===== config.mk =====
export PLATFORM = sky130hd
export DESIGN_NAME = dsp_arithmetic_logic_unit
export DESIGN_NICKNAME = d
export VERILOG_FILES = /design/src/logic/dsp_arithmetic_logic_unit.v /design/src/logic/product_multiplier.v
export VERILOG_INCLUDE_DIRS = /design/src /design/src/logic
export SDC_FILE = /design/constraint.sdc
export NUM_CORES = 2
export LEC_CHECK = 0
export ABC_AREA = 1
export CORE_UTILIZATION = 61
export DETAILED_ROUTE_END_ITERATION = 10
export DONT_BUFFER_PORTS = 1
export PLACE_DENSITY = 0.82
export SLEW_MARGIN = 20
export SYNTH_ARGS = -nofsm -noshare
export SYNTH_HDL_FRONTEND = slang
export SYNTH_SLANG_ARGS = --single-unit

===== constraint.sdc =====
create_clock -name clk -period 7.2 [get_ports clk]
set_clock_uncertainty 0.05 [all_clocks]
set_input_delay 0.36 -clock clk [delete_from_list [all_inputs] [get_ports clk]]
set_output_delay 0.36 -clock clk [all_outputs]
set_load 0.03 [all_outputs]

===== src/logic/dsp_alu_regs.vh =====
// Purpose: constants for the arithmetic/logic datapath
// Assumes: included by dsp_arithmetic_logic_unit.v and product_multiplier.v
// Notes: opcode codes are local encodings of the operation set
`ifndef DSP_ALU_REGS_VH
`define DSP_ALU_REGS_VH

// ----------------------------------------------------------------
// Operation codes
// ----------------------------------------------------------------
`define OP_NOP 6'h00
`define OP_ADD 6'h01
`define OP_SUB 6'h02
`define OP_ADD_WITH_CARRY 6'h03
`define OP_SUBTRACT_WITH_BORROW 6'h04
`define OP_SIGNED_MULTIPLY 6'h05
`define OP_UNSIGNED_MULTIPLY 6'h06
`define OP_MULTIPLY_ACCUMULATE 6'h07
`define OP_MOVE_PRODUCT_AND_MULTIPLY 6'h08
`define OP_SUM_PRODUCT 6'h09
`define OP_MULTIPLY_SUBTRACT 6'h0A
`define OP_AND 6'h0B
`define OP_OR 6'h0C
`define OP_XOR 6'h0D
`define OP_NOT 6'h0E
`define OP_ABSOLUTE_ACCUMULATOR 6'h0F
`define OP_ADD_PRODUCT_LOW 6'h10
`define OP_ADD_PRODUCT_LOW_CARRY 6'h11
`define OP_ADD_PRODUCT_HIGH 6'h12
`define OP_ADD_PRODUCT_HIGH_CARRY 6'h13
`define OP_NEGATE_ACCUMULATOR 6'h14
`define OP_NEGATE_WITH_CARRY 6'h15
`define OP_COMPARE_ACCUMULATOR 6'h16
`define OP_FLOAT_COMPARE 6'h20
`define OP_FLOAT_ADD 6'h21
`define OP_FLOAT_SUBTRACT 6'h22
`define OP_FLOAT_MULTIPLY 6'h23
`define OP_FLOAT_MULTIPLY_ACCUMULATE 6'h24
`define OP_FLOAT_MULTIPLY_SUBTRACT 6'h25
`define OP_FLOAT_ABSOLUTE 6'h26
`define OP_FLOAT_SUM_PRODUCT 6'h27
`define OP_FLOAT_MOVE_PRODUCT_AND_MULTIPLY 6'h28

// ----------------------------------------------------------------
// Transfer groups and timing
// ----------------------------------------------------------------
`define XFER_NONE 2'h0
`define XFER_DOUBLE 2'h1
`define XFER_TRIPLE 2'h2
`define FIXED_OP_CYCLES 2'h1
`define FLOAT_OP_CYCLES 2'h2

// ----------------------------------------------------------------
// Reset values
// ----------------------------------------------------------------
`define ACC_RESET 32'h00000000
`define PROD_RESET 48'h000000000000

`endif


===== src/logic/dsp_arithmetic_logic_unit.v =====
// Purpose: arithmetic and logic datapath of a 32-bit signal processor
// Assumes: decoder supplies one operation per instruction plus transfers
// Notes: floating ops modelled as 2-cycle datapath ops on raw words
// Contract
// - Accumulating results go to accumulator C or D chosen by the instruction.
// - Fixed signed multiply forms 48-bit product of 24-bit A and B.
// - Integer signed multiply uses two's complement, 48-bit product.
// - Unsigned multiply only in integer mode; fixed mode does nothing.
// - Operations not applicable to the mode perform no arithmetic.
// - Float ops mode-independent, two cycles; others one cycle.
// - Integer add-with-carry sums accumulator, A and carry; fixed does nothing.
// - Multiply-accumulate adds product to accumulator and reloads product.
// - Integer multiply-subtract subtracts product low half, reloads product.
// - Move-product copies product or low half, reloads product.
// - Add-low/high-with-carry add product half plus carry in integer mode.
// - Integer negate-with-carry writes minus accumulator minus carry.
// - AND, OR, XOR combine accumulator with A in both modes.
// - Float multiply-accumulate adds product and reloads it in two cycles.
// - Triple transfers accompany first-group arithmetic only.
// - Double transfers combine with either arithmetic group.
// - Control instructions run alongside an arithmetic operation.
`timescale 1ns/1ps
`default_nettype none
`include "dsp_alu_regs.vh"

module dsp_arithmetic_logic_unit
(
  // Clock and reset
  input wire clk,
  input wire rst,
  // Instruction issue
  input wire opValid,
  input wire [5:0] opCode,
  input wire opSecondGroup,
  input wire accSelD,
  input wire intMode,
  input wire [1:0] xferKind,
  input wire ctrlConcurrent,
  // Operand transfers
  input wire loadA,
  input wire [31:0] dataA,
  input wire loadB,
  input wire [31:0] dataB,
  input wire loadAcc,
  input wire loadAccD,
  input wire [31:0] dataAcc,
  // Results
  output reg [31:0] accC_r,
  output reg [31:0] accD_r,
  output reg [31:0] regA_r,
  output reg [31:0] regB_r,
  output reg [47:0] product_r,
  output reg carry_r,
  output reg zero_r,
  output reg negative_r,
  output reg busy_r,
  output reg opAccepted_r,
  output reg comboError_r
);

  // ----------------------------------------------------------------
  // Operation state
  // ----------------------------------------------------------------
  localparam [1:0] ST_IDLE = 2'b01;
  localparam [1:0] ST_FLOAT = 2'b10;

  reg [1:0] state_r;
  reg [1:0] state_nxt;
  reg [5:0] heldOp_r;
  reg heldSel_r;
  reg [31:0] accResult;
  reg accWrite;
  reg prodLoad;
  reg prodSigned;
  reg flagWrite;
  reg carryWrite;
  reg carryNew;
  reg [31:0] flagValue;
  reg [32:0] wide;
  wire [47:0] multProduct;
  wire [31:0] acc;
  wire [31:0] product_low_half;
  wire [31:0] product_high_half;
  wire [5:0] curOp;
  wire curSel;
  wire isFloat;
  wire comboOk;
  wire execNow;
  wire carry_flag;

  // Sign-extend a 24-bit integer field to the accumulator width
  function [31:0] sext24;
    input [23:0] v;
    begin
      sext24 = {{8{v[23]}}, v};
    end
  endfunction

  // Float group occupies the upper code range
  function isFloatOp;
    input [5:0] op;
    begin
      isFloatOp = (op >= `OP_FLOAT_COMPARE) && (op <= `OP_FLOAT_MOVE_PRODUCT_AND_MULTIPLY);
    end
  endfunction

  // Triple transfers pair with the first group only; second group has no float ops
  assign comboOk = !((xferKind == `XFER_TRIPLE) && opSecondGroup)
    && !(opSecondGroup && isFloatOp(opCode));
  assign execNow = opValid && comboOk && (state_r == ST_IDLE);
  assign curOp = (state_r == ST_FLOAT) ? heldOp_r : opCode;
  assign curSel = (state_r == ST_FLOAT) ? heldSel_r : accSelD;
  assign isFloat = isFloatOp(curOp);
  assign acc = curSel ? accD_r : accC_r;
  // Arithmetic reads the live product, so a multiply right before an accumulate is seen
  assign product_low_half = sext24(multProduct[23:0]);
  assign product_high_half = sext24(multProduct[47:24]);
  assign carry_flag = carry_r;

  // ----------------------------------------------------------------
  // Product register behind its multiplier
  // ----------------------------------------------------------------
  product_multiplier u_mult
  (
    .clk(clk),
    .rst(rst),
    .load(prodLoad),
    .signedMode(prodSigned),
    .opA(regA_r[23:0]),
    .opB(regB_r[23:0]),
    .product_r(multProduct)
  );

  // Operation decode; mode-inapplicable codes write nothing
  always @*
  begin
    accResult = acc;
    accWrite = 1'b0;
    prodLoad = 1'b0;
    prodSigned = 1'b1;
    flagWrite = 1'b0;
    carryWrite = 1'b0;
    carryNew = carry_r;
    flagValue = acc;
    wide = 33'h000000000;
    if (execNow || (state_r == ST_FLOAT))
    begin
      case (curOp)
        `OP_ADD:
        begin
          wide = {1'b0, acc} + {1'b0, regA_r};
          accResult = wide[31:0];
          accWrite = 1'b1;
          carryWrite = intMode;
          // Carry into bit 24, so stale upper accumulator bits cannot disturb it
          carryNew = intMode ? (wide[24] ^ acc[24] ^ regA_r[24]) : carry_r;
        end
        `OP_SUB:
        begin
          wide = {1'b0, acc} - {1'b0, regA_r};
          accResult = wide[31:0];
          accWrite = 1'b1;
          carryWrite = intMode;
          carryNew = intMode ? (wide[24] ^ acc[24] ^ regA_r[24]) : carry_r;
        end
        `OP_ADD_WITH_CARRY:
        begin
          wide = {1'b0, acc} + {1'b0, regA_r} + {32'h00000000, carry_flag};
          accResult = wide[31:0];
          accWrite = intMode;
          carryWrite = intMode;
          carryNew = wide[24] ^ acc[24] ^ regA_r[24];
        end
        `OP_SUBTRACT_WITH_BORROW:
        begin
          wide = {1'b0, acc} - {1'b0, regA_r} - {32'h00000000, carry_flag};
          accResult = wide[31:0];
          accWrite = intMode;
          carryWrite = intMode;
          carryNew = wide[24] ^ acc[24] ^ regA_r[24];
        end
        `OP_SIGNED_MULTIPLY:
          prodLoad = 1'b1;
        `OP_UNSIGNED_MULTIPLY:
        begin
          prodLoad = intMode;
          prodSigned = 1'b0;
        end
        `OP_MULTIPLY_ACCUMULATE:
        begin
          accResult = acc + (intMode ? product_low_half : multProduct[47:16]);
          accWrite = 1'b1;
          prodLoad = 1'b1;
        end
        `OP_MOVE_PRODUCT_AND_MULTIPLY:
        begin
          accResult = intMode ? product_low_half : multProduct[47:16];
          accWrite = 1'b1;
          prodLoad = 1'b1;
        end
        `OP_SUM_PRODUCT:
        begin
          accResult = acc + (intMode ? product_low_half : multProduct[47:16]);
          accWrite = 1'b1;
        end
        `OP_MULTIPLY_SUBTRACT:
        begin
          accResult = acc - (intMode ? product_low_half : multProduct[47:16]);
          accWrite = 1'b1;
          prodLoad = 1'b1;
        end
        `OP_AND:
        begin
          accResult = acc & regA_r;
          accWrite = 1'b1;
        end
        `OP_OR:
        begin
          accResult = acc | regA_r;
          accWrite = 1'b1;
        end
        `OP_XOR:
        begin
          accResult = acc ^ regA_r;
          accWrite = 1'b1;
        end
        `OP_NOT:
        begin
          accResult = ~acc;
          accWrite = 1'b1;
        end
        `OP_ABSOLUTE_ACCUMULATOR:
        begin
          accResult = acc[31] ? (32'h00000000 - acc) : acc;
          accWrite = 1'b1;
        end
        `OP_ADD_PRODUCT_LOW, `OP_ADD_PRODUCT_LOW_CARRY:
        begin
          wide = {1'b0, acc} + {1'b0, product_low_half}
            + {32'h00000000, (curOp == `OP_ADD_PRODUCT_LOW_CARRY) & carry_flag};
          accResult = wide[31:0];
          accWrite = intMode;
        end
        `OP_ADD_PRODUCT_HIGH, `OP_ADD_PRODUCT_HIGH_CARRY:
        begin
          wide = {1'b0, acc} + {1'b0, product_high_half}
            + {32'h00000000, (curOp == `OP_ADD_PRODUCT_HIGH_CARRY) & carry_flag};
          accResult = wide[31:0];
          accWrite = intMode;
        end
        `OP_NEGATE_ACCUMULATOR:
        begin
          accResult = 32'h00000000 - acc;
          accWrite = 1'b1;
        end
        `OP_NEGATE_WITH_CARRY:
        begin
          accResult = 32'h00000000 - acc - {31'h00000000, carry_flag};
          accWrite = intMode;
        end
        `OP_COMPARE_ACCUMULATOR, `OP_FLOAT_COMPARE:
        begin
          flagValue = acc - regA_r;
          flagWrite = 1'b1;
        end
        `OP_FLOAT_ADD:
        begin
          accResult = acc + regA_r;
          accWrite = 1'b1;
        end
        `OP_FLOAT_SUBTRACT:
        begin
          accResult = acc - regA_r;
          accWrite = 1'b1;
        end
        `OP_FLOAT_MULTIPLY:
          prodLoad = 1'b1;
        `OP_FLOAT_MULTIPLY_ACCUMULATE, `OP_FLOAT_SUM_PRODUCT:
        begin
          accResult = acc + multProduct[47:16];
          accWrite = 1'b1;
          prodLoad = (curOp == `OP_FLOAT_MULTIPLY_ACCUMULATE);
        end
        `OP_FLOAT_MULTIPLY_SUBTRACT:
        begin
          accResult = acc - multProduct[47:16];
          accWrite = 1'b1;
          prodLoad = 1'b1;
        end
        `OP_FLOAT_ABSOLUTE:
        begin
          accResult = {1'b0, acc[30:0]};
          accWrite = 1'b1;
        end
        `OP_FLOAT_MOVE_PRODUCT_AND_MULTIPLY:
        begin
          accResult = multProduct[47:16];
          accWrite = 1'b1;
          prodLoad = 1'b1;
        end
        default:
          accWrite = 1'b0;
      endcase
      // Floating ops commit only on their second cycle, mode plays no part
      if (isFloat && (state_r != ST_FLOAT))
      begin
        accWrite = 1'b0;
        prodLoad = 1'b0;
        flagWrite = 1'b0;
      end
      if (isFloat)
        prodSigned = 1'b1;
      if (accWrite)
        flagValue = accResult;
      flagWrite = flagWrite | accWrite;
    end
  end

  // Two-cycle sequencing for floating ops
  always @*
  begin
    state_nxt = state_r;
    case (state_r)
      ST_IDLE:
        if (execNow && isFloatOp(opCode))
          state_nxt = ST_FLOAT;
      ST_FLOAT:
        state_nxt = ST_IDLE;
      default:
        state_nxt = ST_IDLE;
    endcase
  end

  // ----------------------------------------------------------------
  // Datapath registers
  // ----------------------------------------------------------------
  always @(posedge clk or posedge rst)
  begin
    if (rst)
    begin
      state_r <= ST_IDLE;
      heldOp_r <= `OP_NOP;
      heldSel_r <= 1'b0;
      accC_r <= `ACC_RESET;
      accD_r <= `ACC_RESET;
      regA_r <= `ACC_RESET;
      regB_r <= `ACC_RESET;
      product_r <= `PROD_RESET;
      carry_r <= 1'b0;
      zero_r <= 1'b0;
      negative_r <= 1'b0;
      busy_r <= 1'b0;
      opAccepted_r <= 1'b0;
      comboError_r <= 1'b0;
    end
    else
    begin
      state_r <= state_nxt;
      if (execNow)
      begin
        heldOp_r <= opCode;
        heldSel_r <= accSelD;
      end
      // Transfers land alongside the operation, which read the old values
      if (loadA)
        regA_r <= dataA;
      if (loadB)
        regB_r <= dataB;
      // ALU write beats a transfer into the same accumulator
      if (accWrite && !curSel)
        accC_r <= accResult;
      else if (loadAcc && !loadAccD)
        accC_r <= dataAcc;
      if (accWrite && curSel)
        accD_r <= accResult;
      else if (loadAcc && loadAccD)
        accD_r <= dataAcc;
      product_r <= multProduct;
      if (carryWrite)
        carry_r <= carryNew;
      if (flagWrite)
      begin
        zero_r <= (intMode && !isFloat) ? (flagValue[23:0] == 24'h000000) : (flagValue == 32'h00000000);
        negative_r <= (intMode && !isFloat) ? flagValue[23] : flagValue[31];
      end
      busy_r <= (state_nxt == ST_FLOAT);
      // Control instructions need no stall, so acceptance ignores ctrlConcurrent
      opAccepted_r <= execNow | (ctrlConcurrent & execNow);
      comboError_r <= opValid && !comboOk && (state_r == ST_IDLE);
    end
  end

endmodule // dsp_arithmetic_logic_unit
`default_nettype wire


===== src/logic/product_multiplier.v =====
// Purpose: registered 24x24 multiplier for the product register
// Assumes: one machine clock, asynchronous active-high reset
// Notes: result appears one edge after load
`timescale 1ns/1ps
`default_nettype none
`include "dsp_alu_regs.vh"

module product_multiplier
(
  // Clock and reset
  input wire clk,
  input wire rst,
  // Operands
  input wire load,
  input wire signedMode,
  input wire [23:0] opA,
  input wire [23:0] opB,
  // Product register
  output reg [47:0] product_r
);

  wire [47:0] signedProd;
  wire [47:0] unsignedProd;

  // Both forms built; sign choice picks one
  assign signedProd = $signed(opA) * $signed(opB);
  assign unsignedProd = opA * opB;

  // ----------------------------------------------------------------
  // Product register
  // ----------------------------------------------------------------
  always @(posedge clk or posedge rst)
  begin
    if (rst)
      product_r <= `PROD_RESET;
    else if (load)
      product_r <= signedMode ? signedProd : unsignedProd;
  end

endmodule // product_multiplier
`default_nettype wire


==> results.md, run 1 <==
- IO Pins: 297
- Max clock buf depth: 3
- Synth top area cells: fa_1 26%, nand2_1 14%, inv_1 12%
- Vias in the first global route: 79913
- Yosys warns: 0
- Step where the flow halted: global routing (5_1_grt)
- Initial Utilization: 0.615
- Synth unique cells: 70
- Die width: 323 µm
- CTS H-Tree Depth: 1
- Mapped Cells: 9341
- Pre-CTS setup slack: -0.301 ns
- Largest net degree at the start of global routing: 137
- Number of synthesized flops with an enable pin: 0
- Area leader, netlist: fa_1
- Synth Cell Area: 62700 µm²
- Die Ht: 323 µm
- Sequential element share of the synthesized area: 0.0954
- Total CTS buffers: 31
- Share of the synthesized area in the top cell type: 0.260
- Yosys reg bits: 239
- Ys flop type: dfrtp_1
- Overall Global Routing Usage: 0.750
- Async SR Flop Fraction: 1.00
- Root Driver: clkbuf_16
- Tool error: [ERROR GRT-0116] Global routing finished with congestion. Check the congestion regions in the DRC Viewer.
- Post-Syn Area per Cell: 6.71 µm²
- Clock Sinks: 239
- Port bufs: 0
- Site row count: 117
- Gr ovfl total: 41
- GP Congestion: 1.32
- Syn_nets: 10714
- First-pass GRT wire length: 559000 µm
- Status: aborted with a tool error
- Dpl hpwl: 253000 µm
[Yosys cell counts, types with 48 or more instances]
| master | instances |
|---|---|
| nor2_1 | 770 |
| nor3_1 | 71 |
| ha_1 | 444 |
| dfrtp_1 | 238 |
| a21oi_1 | 383 |
| inv_1 | 1937 |
| o22ai_1 | 66 |
| clkbuf_1 | 238 |
| nand2_1 | 2407 |
| o211ai_1 | 48 |
| xor2_1 | 59 |
| o21ai_0 | 549 |
| a31oi_1 | 53 |
| nand4_1 | 129 |
| fa_1 | 814 |
| nand3_1 | 519 |
| nand2_2 | 85 |
[repair_timing]
action / CTS
pin swaps: 13
setup endpoints to repair: 14
hold endpoints to repair: 230
gates resized for setup: 54
hold buffers: 114
buffers inserted: 8
[per-layer routing]
layer	GRT overflow	track usage
met5	0	0.293
met4	18	0.762
met3	5	0.581
met2	18	0.919
met1	0	0.752
[cell families after synthesis]
family          after synthesis  share of synthesized area
compound gates             1264                      0.113
xor+xnor                     98                     0.0137
fa+ha+maj                  1258                      0.349
buf+inv                    2283                      0.140
flops                       239                     0.0954
mux                          35                    0.00621
simple gates               4164                      0.283
[per-stage QoR]
stage	std cells	area [µm²]
2_1_floorplan	9341	62700
3_3_place_gp	10858	67200
3_5_place_dp	10858	67200
4_1_cts	11037	69800
==> inputs of run 2 (changes only) <==
--- a/config.mk
+++ b/config.mk
@@ -7,10 +7,10 @@
 export NUM_CORES = 2
 export LEC_CHECK = 0
 export ABC_AREA = 1
-export CORE_UTILIZATION = 61
+export CORE_UTILIZATION = 40
 export DETAILED_ROUTE_END_ITERATION = 10
 export DONT_BUFFER_PORTS = 1
-export PLACE_DENSITY = 0.82
+export PLACE_DENSITY_LB_ADDON = 0.15
 export SLEW_MARGIN = 20
 export SYNTH_ARGS = -nofsm -noshare
 export SYNTH_HDL_FRONTEND = slang
==> constraint.sdc (replaced) <==
create_clock -name clk -period 9.35 [get_ports clk]
set_clock_uncertainty 0.05 [all_clocks]
set_input_delay 0.4675 -clock clk [delete_from_list [all_inputs] [get_ports clk]]
set_output_delay 0.4675 -clock clk [all_outputs]
set_load 0.03 [all_outputs]
==> run 2 against run 1 <==
Effect of this change:
- the flow now finishes without violations
- synthesized cell count stayed put
- synthesized area stayed put
==> results.md, run 2 <==
- Crit path kind: reg2reg
- Synth top area cells: fa_1 26%, nand2_1 14%, inv_1 12%
- Async SR Flop Fraction: 1.00 (unchanged)
- Clk slew on worst S/H paths: 0.07 ns
- Root Driver: clkbuf_16
- Total Wirelength: 336000 µm
- Die width: 398 µm (+23%)
- Syn_nets: 10714 (unchanged)
- Overall Global Routing Usage: 0.421
- Period utilization: 0.922
- Ys flop type: dfrtp_1
- Crit Path Max Fanout: 13
- GP Congestion: 1.14 (-14%)
- Initial DRC count: 7161
- IO Pins: 297 (unchanged)
- Worst Path Arrival: 9.06 ns
- Mapped Cells: 9341 (unchanged)
- Worst path most repeated cell: fa_1
- RSZ-0062 raised after global routing: false
- CTS H-Tree Depth: 2 (+1)
- Dpl hpwl: 277000 µm (+9.8%)
- CTS tree: built
- Vias in the first global route: 63553
- Gr ovfl total: 0
- DRC viols: 0
- Initial Utilization: 0.405 (-0.210)
- Max cap viols: 0
- Site row count: 144 (+23%)
- Hold Path Class: in2reg
- Max-slew headroom: 0.140
- Synth Cell Area: 62700 µm² (unchanged)
- Die ar.: 158000 µm²
- Max clock buf depth: 3 (unchanged)
- First-pass GRT wire length: 471000 µm
- Worst Path Buf+Inv: 8
- Layout fillers: 16339
- Core area: 155000 µm²
- CP delay by family, top: adder cells
- Synth unique cells: 70 (unchanged)
- Crit path time final: 8.62 ns
- CP startpoint kind: register
- Max-slew violation total from the final report: 0
- Measured slew at the worst slew-check pin: 1.28 ns
- Status: finished clean
- Cell with the most instances after synthesis: nand2_1
- Yosys warns: 0 (unchanged)
- Final Util: 0.437
- Yosys reg bits: 239 (unchanged)
- Most common cell after layout, fill and taps aside: nand2_1
- Critical path required time: 9.80 ns
- Critical Path End Type: register
- Final number of hold-violating endpoints: 0
- Synth-to-Final Area Change: 7.92%
- Flop2flop setup slack: 0.73 ns
- Final nets: 10736
- Post-Syn Area per Cell: 6.71 µm² (unchanged)
- Top flop regs: product_r: 48 flops, u_mult.product_r: 48 flops
- Avg Vias per Cell: 5.66
- Sequential element share of the synthesized area: 0.0954 (unchanged)
- Initial antenna violation count: 45
- Port bufs: 0 (unchanged)
- Slowest CP cell: dfrtp_1
- Post-synth top cells: 2407 x nand2_1, 1937 x inv_1, 814 x fa_1
- Layout cells sized above 1: 0.0569
- Max stage delay on crit path: 1.03 ns
- Drt first pass iters: 9
- Routed len/inst: 29.3 µm
- Worst-Skew Late Latency: 0.67 ns
- Vias post-DR: 64835
- FMAX: 116 MHz
- Setup violations, final: 0
- Most frequent cells in the layout: 2405 x nand2_1, 1936 x inv_1, 814 x fa_1, 765 x nor2_1, 545 x o21ai_0
- Total CTS buffers: 34 (+9.7%)
- Cts repair resizes: 0 (-100%)
- Post-CTS Setup Bufs: 0 (-8)
- Number of synthesized flops with an enable pin: 0 (unchanged)
- ANT nets after route: 0
- Largest net degree at the start of global routing: 70
- Setup_tns: 0 ns
- Share of the synthesized area in the top cell type: 0.260 (unchanged)
- Clock Sinks: 239 (unchanged)
- Die Ht: 398 µm (+23%)
- Area leader, netlist: fa_1
## run 2: cell counts after synthesis
No cell type changed its count.
## run 2: worst register-to-register path, delay by kind of cell (launching register included)
family	cells	cell delay [ns]
fa+ha+maj	8	3.80
flops	1	1.03
simple gates	8	0.87
buf+inv	8	1.02
compound gates	7	1.70
## run 2: final timing paths
check                                     start                   end  cells after the start
hold reg to reg            u_mult.product_r[15]         product_r[15]                      0
hold / removal                       dataAcc[8]             accC_r[8]                      4
setup reg to reg                      regB_r[3]  u_mult.product_r[35]                     31
max in group asynchronous                   rst  u_mult.product_r[39]                      4
min in group asynchronous                   rst            regA_r[15]                      2
setup / recovery                      regB_r[3]  u_mult.product_r[35]                     31
## run 2: final cells by class
cell class | instances | area (µm²) | area share
well taps | 2044 | 2560 | 0.0378
multi-input cells | 6819 | 48000 | 0.709
clock inverters | 16 | 161 | 0.00239
repair buffers | 301 | 2590 | 0.0382
flip-flops and latches | 239 | 6010 | 0.0888
clock buffers | 44 | 928 | 0.0137
diodes | 23 | 57.6 | 0.000851
inverters | 1968 | 7390 | 0.109
## run 2: timing repair
action	4_1_cts	5_1_grt
hold endpoints to repair	173	0
hold buffers	124	0
setup endpoints to repair	0	0
## run 2: per-stage QoR
| stage | setup slack (ns) | cell area, µm² | instances | hold slack, ns |
|---|---|---|---|---|
| floorplan | 2.07 | 62700 | 9341 | 0.328 |
| global placement | 0.905 | 65200 | 11247 | 0.373 |
| detailed placement | 0.871 | 65300 | 11247 | 0.385 |
| CTS | 0.815 | 67600 | 11431 | 0.00364 |
| global route | 0.328 | 67600 | 11437 | 0.0354 |
| finish | 0.732 | 67700 | 11454 | 0.0312 |
## run 2: cell families after synthesis
logic type / share of synthesized area
AO/OA/AOI/OAI: 0.113
XOR/XNOR: 0.0137
adder cells (fa/ha/maj): 0.349
buffers and inverters: 0.140
flip-flops: 0.0954
multiplexers: 0.00621
AND/OR/NAND/NOR: 0.283
## run 2: layer usage
layer,up-vias,GRT usage,part of all wire
met3,875,0.0898,0.083
met5,-,0,0.00035
met1,31591,0.508,0.38
li1,29011,-,-
met2,3340,0.659,0.44
met4,18,0.316,0.089
Power of run 2 is left out: the tool's default activity adds up to more than one toggle a clock period on the data nets, which glitch-free logic cannot reach.
